$ cat src/rtl/fan_fault_pkg.sv
// Package with register map, reset values and field layout of the fan fault block
package fan_fault_pkg;

    // ************************************************************
    // Field layout
    // ************************************************************
    localparam int FANS_PER_BANK = 6;
    localparam int FAULT_LSB     = 0;
    localparam int FAULT_MSB     = 5;
    localparam int IRQ_LOWER_LSB = 0;
    localparam int IRQ_UPPER_LSB = 6;
    localparam int IRQ_WIDTH     = 12;
    localparam int ALERT_BIT     = 0;
    localparam int PIN_BIT       = 1;

    // ************************************************************
    // Register indices, byte address is four times the index
    // ************************************************************
    localparam logic [7:0] IDX_STATUS_UPPER = 8'h10;
    localparam logic [7:0] IDX_STATUS_LOWER = 8'h11;
    localparam logic [7:0] IDX_MASK_UPPER   = 8'h12;
    localparam logic [7:0] IDX_MASK_LOWER   = 8'h13;
    localparam logic [7:0] IDX_IRQ_STATUS   = 8'h20;
    localparam logic [7:0] IDX_IRQ_CLEAR    = 8'h21;
    localparam logic [7:0] IDX_IRQ_ENABLE   = 8'h22;
    localparam logic [7:0] IDX_ALERT_STATE  = 8'h23;

    // ************************************************************
    // Values after reset
    // ************************************************************
    localparam logic [7:0]  RST_STATUS     = 8'h00;
    localparam logic [7:0]  RST_MASK       = 8'h3f;
    localparam logic [11:0] RST_IRQ_ENABLE = 12'h000;

    // ************************************************************
    // Bus answers
    // ************************************************************
    localparam logic [1:0] RESP_OKAY   = 2'h0;
    localparam logic [1:0] RESP_SLVERR = 2'h2;

endpackage

$ cat src/rtl/fault_bank_if.sv
// Interface carrying one bank of six fault latches between top and latch bank
`timescale 1ns/1ps
interface fault_bank_if #(
    parameter int N = 6
);
    logic [N-1:0] detect;
    logic [N-1:0] enable;
    logic [N-1:0] clear;
    logic [N-1:0] status;
    logic [N-1:0] fresh;

    modport ctl  (output detect, output enable, output clear, input status, input fresh);
    modport bank (input detect, input enable, input clear, output status, output fresh);
endinterface

$ cat src/rtl/fan_fault_ctrl.sv
// Fan fault latching, masking and alert with an AXI4-Lite register slave
//
// Operation
// RL1 - Six fault bits per bank, two banks
// RL2 - Detected fault sets the fan's status bit
// RL3 - Bit latches until target duty/count write
// RL4 - Upper bank only for pins used as tachometer_input
// RL5 - Mask one blocks alert, zero allows it
// RL6 - Masked faults still latch in status
// RL7 - Failed fan drive follows failed-fan options
// RL8 - Alert while any unmasked status bit set
//
// Decided for this implementation: the AXI4-Lite slave port.
`timescale 1ns/1ps
module fan_fault_ctrl (
    // Clock and reset
    input  wire logic        sys_clk,
    input  wire logic        reset,
    // AXI4-Lite write address
    input  wire logic [7:0]  s_axi_awaddr,
    input  wire logic        s_axi_awvalid,
    output logic             s_axi_awready,
    // AXI4-Lite write data
    input  wire logic [31:0] s_axi_wdata,
    input  wire logic [3:0]  s_axi_wstrb,
    input  wire logic        s_axi_wvalid,
    output logic             s_axi_wready,
    // AXI4-Lite write response
    output logic [1:0]       s_axi_bresp,
    output logic             s_axi_bvalid,
    input  wire logic        s_axi_bready,
    // AXI4-Lite read address
    input  wire logic [7:0]  s_axi_araddr,
    input  wire logic        s_axi_arvalid,
    output logic             s_axi_arready,
    // AXI4-Lite read data
    output logic [31:0]      s_axi_rdata,
    output logic [1:0]       s_axi_rresp,
    output logic             s_axi_rvalid,
    input  wire logic        s_axi_rready,
    // Fault detection, one-cycle or level, same clock
    input  wire logic [5:0]  fault_detect_lower,
    input  wire logic [5:0]  fault_detect_upper,
    // Target duty or tachometer_input count written, one pulse per fan
    input  wire logic [5:0]  target_write_lower,
    input  wire logic [5:0]  target_write_upper,
    // Pulse width output pins configured as tachometer inputs
    input  wire logic [5:0]  tachometer_input_mode_upper,
    // Failed fans, to the failed-fan options logic
    output logic [5:0]       fan_failed_lower,
    output logic [5:0]       fan_failed_upper,
    // Open-drain fan-fail alert pin
    input  wire logic        fan_fail_in,
    output logic             fan_fail_out,
    output logic             fan_fail_oe,
    // Interrupt
    output logic             irq
);

    // ************************************************************
    // Fault latch banks
    // ************************************************************
    fault_bank_if #(.N(fan_fault_pkg::FANS_PER_BANK)) lower_if ();
    fault_bank_if #(.N(fan_fault_pkg::FANS_PER_BANK)) upper_if ();

    fault_latch_bank u_lower (
        .sys_clk (sys_clk),
        .reset   (reset),
        .b       (lower_if)
    );

    fault_latch_bank u_upper (
        .sys_clk (sys_clk),
        .reset   (reset),
        .b       (upper_if)
    );

    assign lower_if.detect = fault_detect_lower;
    assign upper_if.detect = fault_detect_upper;
    assign lower_if.enable = 6'h3f;
    // Unused tachometer_input pins must not invent faults
    assign upper_if.enable = tachometer_input_mode_upper; // RL4
    assign lower_if.clear  = target_write_lower; // RL3
    assign upper_if.clear  = target_write_upper; // RL3

    // ************************************************************
    // Pin synchroniser
    // ************************************************************
    logic fan_fail_pin_s;

    sync_2ff #(.W(1)) u_pin_sync (
        .sys_clk  (sys_clk),
        .reset    (reset),
        .async_in (fan_fail_in),
        .sync_out (fan_fail_pin_s)
    );

    // ************************************************************
    // Registers
    // ************************************************************
    logic [5:0]  mask_lower_r;
    logic [5:0]  mask_upper_r;
    logic [11:0] irq_status_r;
    logic [11:0] irq_enable_r;
    logic        alert_r;

    // ************************************************************
    // Write channel capture
    // ************************************************************
    logic        aw_full_r;
    logic [5:0]  aw_idx_r;
    logic        w_full_r;
    logic [31:0] w_data_r;
    logic [3:0]  w_strb_r;
    logic        wr_fire;
    logic        wr_hit;

    // Both halves held and no answer pending
    assign wr_fire = aw_full_r && w_full_r && !s_axi_bvalid;

    always_ff @(posedge sys_clk) begin
        if (reset) begin
            aw_full_r     <= 1'b0;
            aw_idx_r      <= 6'h00;
            s_axi_awready <= 1'b1;
        end else if (s_axi_awvalid && s_axi_awready) begin
            aw_full_r     <= 1'b1;
            aw_idx_r      <= s_axi_awaddr[7:2];
            s_axi_awready <= 1'b0;
        end else if (wr_fire) begin
            aw_full_r     <= 1'b0;
            s_axi_awready <= 1'b1;
        end
    end

    always_ff @(posedge sys_clk) begin
        if (reset) begin
            w_full_r     <= 1'b0;
            w_data_r     <= 32'h0000_0000;
            w_strb_r     <= 4'h0;
            s_axi_wready <= 1'b1;
        end else if (s_axi_wvalid && s_axi_wready) begin
            w_full_r     <= 1'b1;
            w_data_r     <= s_axi_wdata;
            w_strb_r     <= s_axi_wstrb;
            s_axi_wready <= 1'b0;
        end else if (wr_fire) begin
            w_full_r     <= 1'b0;
            s_axi_wready <= 1'b1;
        end
    end

    // ************************************************************
    // Write decode
    // ************************************************************
    logic wr_mask_lower;
    logic wr_mask_upper;
    logic wr_irq_clear;
    logic wr_irq_enable;

    always_comb begin
        wr_mask_lower = 1'b0;
        wr_mask_upper = 1'b0;
        wr_irq_clear  = 1'b0;
        wr_irq_enable = 1'b0;
        wr_hit        = 1'b1;
        case (aw_idx_r)
            fan_fault_pkg::IDX_MASK_LOWER[5:0]:   wr_mask_lower = wr_fire;
            fan_fault_pkg::IDX_MASK_UPPER[5:0]:   wr_mask_upper = wr_fire;
            fan_fault_pkg::IDX_IRQ_CLEAR[5:0]:    wr_irq_clear  = wr_fire;
            fan_fault_pkg::IDX_IRQ_ENABLE[5:0]:   wr_irq_enable = wr_fire;
            // Fan status can only be cleared through target writes, interrupt status through the clear register
            fan_fault_pkg::IDX_STATUS_LOWER[5:0]: wr_hit        = 1'b1;
            fan_fault_pkg::IDX_STATUS_UPPER[5:0]: wr_hit        = 1'b1;
            fan_fault_pkg::IDX_IRQ_STATUS[5:0]:   wr_hit        = 1'b1;
            fan_fault_pkg::IDX_ALERT_STATE[5:0]:  wr_hit        = 1'b1;
            default:                              wr_hit        = 1'b0;
        endcase
    end

    always_ff @(posedge sys_clk) begin
        if (reset) begin
            s_axi_bvalid <= 1'b0;
            s_axi_bresp  <= fan_fault_pkg::RESP_OKAY;
        end else if (wr_fire) begin
            s_axi_bvalid <= 1'b1;
            s_axi_bresp  <= wr_hit ? fan_fault_pkg::RESP_OKAY : fan_fault_pkg::RESP_SLVERR;
        end else if (s_axi_bready) begin
            s_axi_bvalid <= 1'b0;
        end
    end

    // ************************************************************
    // Mask registers
    // ************************************************************
    always_ff @(posedge sys_clk) begin
        if (reset) begin
            mask_lower_r <= fan_fault_pkg::RST_MASK[5:0];
        end else if (wr_mask_lower && w_strb_r[0]) begin
            mask_lower_r <= w_data_r[fan_fault_pkg::FAULT_MSB:fan_fault_pkg::FAULT_LSB];
        end
    end

    always_ff @(posedge sys_clk) begin
        if (reset) begin
            mask_upper_r <= fan_fault_pkg::RST_MASK[5:0];
        end else if (wr_mask_upper && w_strb_r[0]) begin
            mask_upper_r <= w_data_r[fan_fault_pkg::FAULT_MSB:fan_fault_pkg::FAULT_LSB];
        end
    end

    // ************************************************************
    // Interrupt status, enable and clear
    // ************************************************************
    logic [11:0] irq_set;
    logic [11:0] irq_clr;
    logic [11:0] irq_status_nxt;

    assign irq_set = {upper_if.fresh, lower_if.fresh};
    assign irq_clr = (wr_irq_clear && (w_strb_r[1:0] == 2'h3)) ? w_data_r[11:0] : 12'h000;
    // Set wins so an event in the clearing cycle survives
    assign irq_status_nxt = (irq_status_r & ~irq_clr) | irq_set;

    always_ff @(posedge sys_clk) begin
        if (reset) begin
            irq_status_r <= 12'h000;
        end else begin
            irq_status_r <= irq_status_nxt;
        end
    end

    always_ff @(posedge sys_clk) begin
        if (reset) begin
            irq_enable_r <= fan_fault_pkg::RST_IRQ_ENABLE;
        end else if (wr_irq_enable && (w_strb_r[1:0] == 2'h3)) begin
            irq_enable_r <= w_data_r[11:0];
        end
    end

    always_ff @(posedge sys_clk) begin
        if (reset) begin
            irq <= 1'b0;
        end else begin
            irq <= |(irq_status_r & irq_enable_r);
        end
    end

    // ************************************************************
    // Fan-fail alert
    // ************************************************************
    logic [5:0] alert_lower;
    logic [5:0] alert_upper;

    assign alert_lower = lower_if.status & ~mask_lower_r; // RL5 RL6
    assign alert_upper = upper_if.status & ~mask_upper_r & tachometer_input_mode_upper; // RL4 RL5

    always_ff @(posedge sys_clk) begin
        if (reset) begin
            alert_r <= 1'b0;
        end else begin
            alert_r <= |{alert_upper, alert_lower}; // RL8
        end
    end

    // Open drain: only ever pulls low
    always_ff @(posedge sys_clk) begin
        if (reset) begin
            fan_fail_out <= 1'b0;
            fan_fail_oe  <= 1'b0;
        end else begin
            fan_fail_out <= 1'b0;
            fan_fail_oe  <= |{alert_upper, alert_lower}; // RL8
        end
    end

    // ************************************************************
    // Failed fan report
    // ************************************************************
    // Mask plays no part here, drive comes from failed-fan options
    always_ff @(posedge sys_clk) begin
        if (reset) begin
            fan_failed_lower <= 6'h00;
            fan_failed_upper <= 6'h00;
        end else begin
            fan_failed_lower <= lower_if.status; // RL7
            fan_failed_upper <= upper_if.status & tachometer_input_mode_upper; // RL7
        end
    end

    // ************************************************************
    // Read channel
    // ************************************************************
    logic [31:0] rd_data;
    logic        rd_hit;

    always_comb begin
        rd_data = 32'h0000_0000;
        rd_hit  = 1'b1;
        case (s_axi_araddr[7:2])
            fan_fault_pkg::IDX_STATUS_LOWER[5:0]: rd_data[5:0] = lower_if.status; // RL1
            fan_fault_pkg::IDX_STATUS_UPPER[5:0]: rd_data[5:0] = upper_if.status; // RL1
            fan_fault_pkg::IDX_MASK_LOWER[5:0]:   rd_data[5:0] = mask_lower_r;
            fan_fault_pkg::IDX_MASK_UPPER[5:0]:   rd_data[5:0] = mask_upper_r;
            fan_fault_pkg::IDX_IRQ_STATUS[5:0]:   rd_data[11:0] = irq_status_r;
            fan_fault_pkg::IDX_IRQ_ENABLE[5:0]:   rd_data[11:0] = irq_enable_r;
            // Clear register is write-only
            fan_fault_pkg::IDX_IRQ_CLEAR[5:0]:    rd_data = 32'h0000_0000;
            fan_fault_pkg::IDX_ALERT_STATE[5:0]: begin
                rd_data[fan_fault_pkg::ALERT_BIT] = alert_r;
                rd_data[fan_fault_pkg::PIN_BIT]   = fan_fail_pin_s;
            end
            default: rd_hit = 1'b0;
        endcase
    end

    always_ff @(posedge sys_clk) begin
        if (reset) begin
            s_axi_arready <= 1'b1;
            s_axi_rvalid  <= 1'b0;
            s_axi_rdata   <= 32'h0000_0000;
            s_axi_rresp   <= fan_fault_pkg::RESP_OKAY;
        end else if (s_axi_arvalid && s_axi_arready) begin
            s_axi_arready <= 1'b0;
            s_axi_rvalid  <= 1'b1;
            s_axi_rdata   <= rd_data;
            s_axi_rresp   <= rd_hit ? fan_fault_pkg::RESP_OKAY : fan_fault_pkg::RESP_SLVERR;
        end else if (s_axi_rvalid && s_axi_rready) begin
            s_axi_arready <= 1'b1;
            s_axi_rvalid  <= 1'b0;
        end
    end

endmodule

$ cat src/rtl/sync_2ff.sv
// Two flip-flop synchroniser for levels from outside the clock domain
`timescale 1ns/1ps
module sync_2ff #(
    parameter int W = 1
) (
    // Clock and reset
    input  wire logic         sys_clk,
    input  wire logic         reset,
    // Data
    input  wire logic [W-1:0] async_in,
    output logic      [W-1:0] sync_out
);
    logic [W-1:0] meta_r;

    // First stage feeds only the second
    always_ff @(posedge sys_clk) begin
        if (reset) begin
            meta_r   <= '0;
            sync_out <= '0;
        end else begin
            meta_r   <= async_in;
            sync_out <= meta_r;
        end
    end
endmodule

$ cat src/rtl/fault_latch_bank.sv
// Bank of sticky per-fan fault latches
`timescale 1ns/1ps
module fault_latch_bank (
    // Clock and reset
    input  wire logic sys_clk,
    input  wire logic reset,
    // Bank signals
    fault_bank_if.bank b
);
    logic [$bits(b.status)-1:0] status_r;

    // Newly detected faults, for the interrupt status
    assign b.fresh  = b.detect & b.enable & ~status_r;
    assign b.status = status_r;

    // Set wins over a clear in the same cycle
    always_ff @(posedge sys_clk) begin
        if (reset) begin
            status_r <= '0;
        end else begin
            status_r <= (status_r & ~b.clear) | (b.detect & b.enable); // RL2 RL3 RL6
        end
    end
endmodule

$ cat config.mk
export PLATFORM = sky130hd
export DESIGN_NAME = fan_fault_ctrl
export DESIGN_NICKNAME = d
export VERILOG_FILES = /design/src/rtl/fan_fault_pkg.sv /design/src/rtl/fault_bank_if.sv /design/src/rtl/fan_fault_ctrl.sv /design/src/rtl/sync_2ff.sv /design/src/rtl/fault_latch_bank.sv
export SDC_FILE = /design/constraint.sdc
export NUM_CORES = 1
export LEC_CHECK = 0
export ABC_AREA = 1
export ABC_CLOCK_PERIOD_IN_PS = 2350
export BUFFER_PORTS_ARGS = -buffer_cell sky130_fd_sc_hd__buf_2
export CORE_MARGIN = 4
export CORE_UTILIZATION = 54
export CTS_CLUSTER_SIZE = 14
export DETAILED_ROUTE_END_ITERATION = 10
export PLACE_DENSITY = 0.9
export SLEW_MARGIN = 30
export SYNTH_ARGS = -nofsm -noshare
export SYNTH_HDL_FRONTEND = slang
export SYNTH_SLANG_ARGS = --single-unit
$ cat constraint.sdc
create_clock -name sys_clk -period 2.35 [get_ports sys_clk]
set_input_delay 0.235 -clock sys_clk [delete_from_list [all_inputs] [get_ports sys_clk]]
set_output_delay 0.235 -clock sys_clk [all_outputs]
set_load 0.005 [all_outputs]
==> impl_metrics.csv <==
group,metric,value,unit
route,dr.first_iter.drc_count,335,
finish,layout.nets,786,
power,pwr-share-clk,36.2,%
clock_network,cts_setup_buffers,0,
power,cell_internal_power_dissipation,0.00263,W
placed_design,place_worst_setup_slack,704,ps
setup_path,crit_fanout,24,
placed_design,place_hpwl,8510,µm
placed_design,gpl.final_weighted_congestion,0.901,
setup_path,timing.critical_path.from_type,"register",
global_route,globalRouteOverflowTotal,0,
setup_path,crit_type,"register to register",
logic_synthesis,synth.cell_area,4510,µm²
route,totalWireLength,11700,µm
clock_network,clk-insertion-delay-late,380,ps
timing,timing.final.setup_violations,0,
floorplan,placeable_area,8180,µm²
power,power.switching_fraction,27.0,%
global_route,grt_first_pass_wirelength,18700,µm
global_route,first_global_vias,4011,
logic_synthesis,synth_async_sr_flop_share,0,%
finish,area_delta_synth_final,15.2,%
route,drtPass1Iterations,6,
clock_network,cts-root-to-sink-buffers,2,
logic_synthesis,yosys_most_used_dff,"sky130_fd_sc_hd__dfxtp_1",
power,register_share_of_total_power,53.6,%
timing,unrepaired_setup_endpoints_after_global_routing,"false",
logic_synthesis,synth_warnings,0,
placed_design,io_buffer_count,96,
global_route,grtUsageTotal,23.6,%
route,route.met3.wl,1130,µm
logic_synthesis,syn_area_per_cell,7.41,µm²
route,post_drt_via_cell_ratio,5.34,
route,wl_per_cell,14.5,µm
floorplan,initial_utilization,55.1,%
clock_network,ctsHtreeMaxLevel,3,
finish,final_layout_size_suffix_gt1_share,19.0,%
logic_synthesis,sequential_share_of_the_synthesized_area,46.7,%
clock_network,hold_buffers,0,
clock_network,number_of_buffers_inserted_during_clock_tree_synthesis,9,
route,met1_length,4850,µm
floorplan,die-area,9870,µm²
finish,diodes,0,
floorplan,row_count,33,
logic_synthesis,synth.distinct_cells,35,
clock_network,clock_sinks,105,
floorplan,fp.dieW,99.3,µm
timing,drv_slew,0,
clock_network,cts_clock_pin_slew_for_the_worst_setup_and_hold_paths,110,ps
timing,finalCriticalPeriod,1740,ps
clock_network,root_buffer_cell,"sky130_fd_sc_hd__clkbuf_8",
logic_synthesis,netlist_top_cells_count,"sky130_fd_sc_hd__dfxtp_1, sky130_fd_sc_hd__nand2_1, sky130_fd_sc_hd__nor2_1",
logic_synthesis,synth_top_cells_by_area,"sky130_fd_sc_hd__dfxtp_1, sky130_fd_sc_hd__nand2_1, sky130_fd_sc_hd__nor2_1",
floorplan,fp.dieH,99.3,µm
power,power.static_leakage,2.54,nW
timing,timing.final.hold_violations,0,
route,wl_met2,5470,µm
setup_path,worst-endpoint-required,2620,ps
floorplan,io-pin-count,146,
power,power_switching,0.000972,W
route,final_antenna_net_count,0,
worst_hold_path,timing.hold.worst.class,"input pin to register",
timing,final.setup_skew,10.0,ps
timing,maxSlewHeadroom,59.7,%
logic_synthesis,post-synth-top-count-cell,"sky130_fd_sc_hd__dfxtp_1",
logic_synthesis,post-synth-top-area-fraction,46.7,%
logic_synthesis,ys_seq_elements,105,
clock_network,ctsResizeCount,0,
global_route,grt_max_degree,63,
power,share_comb_of_total_power,10.2,%
timing,worst_pin_slew,603,ps
timing,setup_tns,0,ps
status,outcome,"finished clean",
route,top_layer_used,"met4",
route,remaining_drc_errors,0,
job,cap_violations,0,
power,powerDensity,695,nW/µm²
timing,maxClockFrequency,574,MHz
finish,final_area,5190,µm²
timing,timing.final.ws_setup,607,ps
global_route,grt_antenna_before_repair,0,
logic_synthesis,synthesized_instance_count,608,
worst_hold_path,hold_depth,2,
logic_synthesis,post-synth-top-area-cell,"sky130_fd_sc_hd__dfxtp_1",
setup_path,timing.reg2reg.worst_path_depth,5,
timing,finalCritPeriodShare,74.2,%
setup_path,critical_path.endpoint_type,"register",
power,peakVddDrop,0.412,mV
route,via_count,4304,
logic_synthesis,synth_edf_count,0,
setup_path,worstPathArrival,2020,ps
clock_network,tritoncts,"built",
placed_design,post_dp_cell_area,4950,µm²
==> power groups by stage <==
stage	clock network, W	logic [W]	registers (W)
after floorplan	0	0.000246	0.00196
after global placement	0	0.000351	0.00197
after detailed placement	0	0.000364	0.00197
after CTS	0.00132	0.000365	0.00193
after global routing	0.00140	0.000415	0.00194
final	0.00131	0.000366	0.00193
==> kinds of logic after synthesis <==
logic type | count (synthesis) | share of synthesized area, %
and+or+nand+nor | 268 | 26.5
DFF | 105 | 46.7
AOI/OAI and AO/OA | 114 | 14.5
buffers and inverters | 120 | 12.2
other | 1 | 0.0832
==> sequential cells by signal, summed over array words and instances, names as in the netlist, 12 cells and up <==
register,cells
irq_enable_r,12
irq_status_r,12
s_axi_rdata,12
w_data_r,12
==> placed cells by master (no fill, tap or decap) <==
| master | count |
|---|---|
| sky130_fd_sc_hd__dfxtp_1 | 105 |
| sky130_fd_sc_hd__nand2_1 | 103 |
| sky130_fd_sc_hd__nor2_1 | 102 |
| sky130_fd_sc_hd__buf_2 | 96 |
| sky130_fd_sc_hd__inv_1 | 73 |
| sky130_fd_sc_hd__o21ai_0 | 44 |
| sky130_fd_sc_hd__a21oi_1 | 34 |
| sky130_fd_sc_hd__nand3_1 | 26 |
| sky130_fd_sc_hd__conb_1 | 23 |
| sky130_fd_sc_hd__nor3_1 | 13 |
| sky130_fd_sc_hd__o22ai_1 | 11 |
| sky130_fd_sc_hd__clkbuf_8 | 9 |
| sky130_fd_sc_hd__nand4_1 | 8 |
| sky130_fd_sc_hd__o221ai_1 | 6 |
| sky130_fd_sc_hd__o211ai_1 | 6 |
| sky130_fd_sc_hd__a2bb2oi_1 | 6 |
| sky130_fd_sc_hd__nor2_4 | 3 |
| sky130_fd_sc_hd__nor2_2 | 3 |
| sky130_fd_sc_hd__o21ai_1 | 3 |
| sky130_fd_sc_hd__inv_2 | 3 |
| sky130_fd_sc_hd__inv_8 | 3 |
| sky130_fd_sc_hd__nand3_2 | 2 |
| sky130_fd_sc_hd__nand2_2 | 2 |
| sky130_fd_sc_hd__nor4_4 | 2 |
| sky130_fd_sc_hd__bufinv_16 | 2 |
| sky130_fd_sc_hd__clkinv_4 | 2 |
| sky130_fd_sc_hd__buf_4 | 2 |
| sky130_fd_sc_hd__clkinv_1 | 1 |
| sky130_fd_sc_hd__a211oi_1 | 1 |
| sky130_fd_sc_hd__or2_2 | 1 |
| sky130_fd_sc_hd__a31oi_1 | 1 |
| sky130_fd_sc_hd__nor2_8 | 1 |
| sky130_fd_sc_hd__nand3_4 | 1 |
| sky130_fd_sc_hd__nor3_2 | 1 |
| sky130_fd_sc_hd__a221oi_1 | 1 |
| sky130_fd_sc_hd__o31ai_1 | 1 |
==> final timing paths <==
path	start	end	slack, ps
setup / recovery	aw_idx_r[1]	irq_enable_r[0]	610
hold / removal	target_write_lower[5]	u_lower.b.status[5]	30
setup reg to reg	aw_idx_r[1]	irq_enable_r[0]	610
hold reg to reg	u_pin_sync.meta_r	u_pin_sync.sync_out	420
==> per-stage QoR <==
stage	cells	utilization, %	power (W)	hold slack, ps
5_1_grt	806	63.5	0.00376	44.6
3_3_place_gp	790	60.6	0.00232	396
4_1_cts	806	63.5	0.00361	35.7
3_5_place_dp	790	60.6	0.00233	410
2_1_floorplan	630	-	0.00220	338
6_report	806	63.5	0.00361	33.8
==> worst max-delay path: stages, from the launching register on <==
cell and delay (ps):
sky130_fd_sc_hd__dfxtp_1 380, sky130_fd_sc_hd__inv_2 80, sky130_fd_sc_hd__nor4_4 270, sky130_fd_sc_hd__nand3_2 490, sky130_fd_sc_hd__nor2_1 330, sky130_fd_sc_hd__nor2_1 80
==> layout make-up <==
class                           instances  area, µm²
Clock buffer                            9        124
Inverter                               77        289
Fill cell                             739       2990
Timing Repair Buffer                   98        495
Tap cell                              105        131
Multi-Input combinational cell        405       1940
Sequential cell                       105       2100
Clock inverter                          7        111
==> routing by layer <==
metal | vias to the layer above | global-route usage, %
met5 | - | 0
met4 | 0 | 7.98
met3 | 26 | 4.35
met2 | 240 | 39.6
met1 | 1950 | 30.6
li1 | 2088 | -
(Power assumes the default switching activity.)
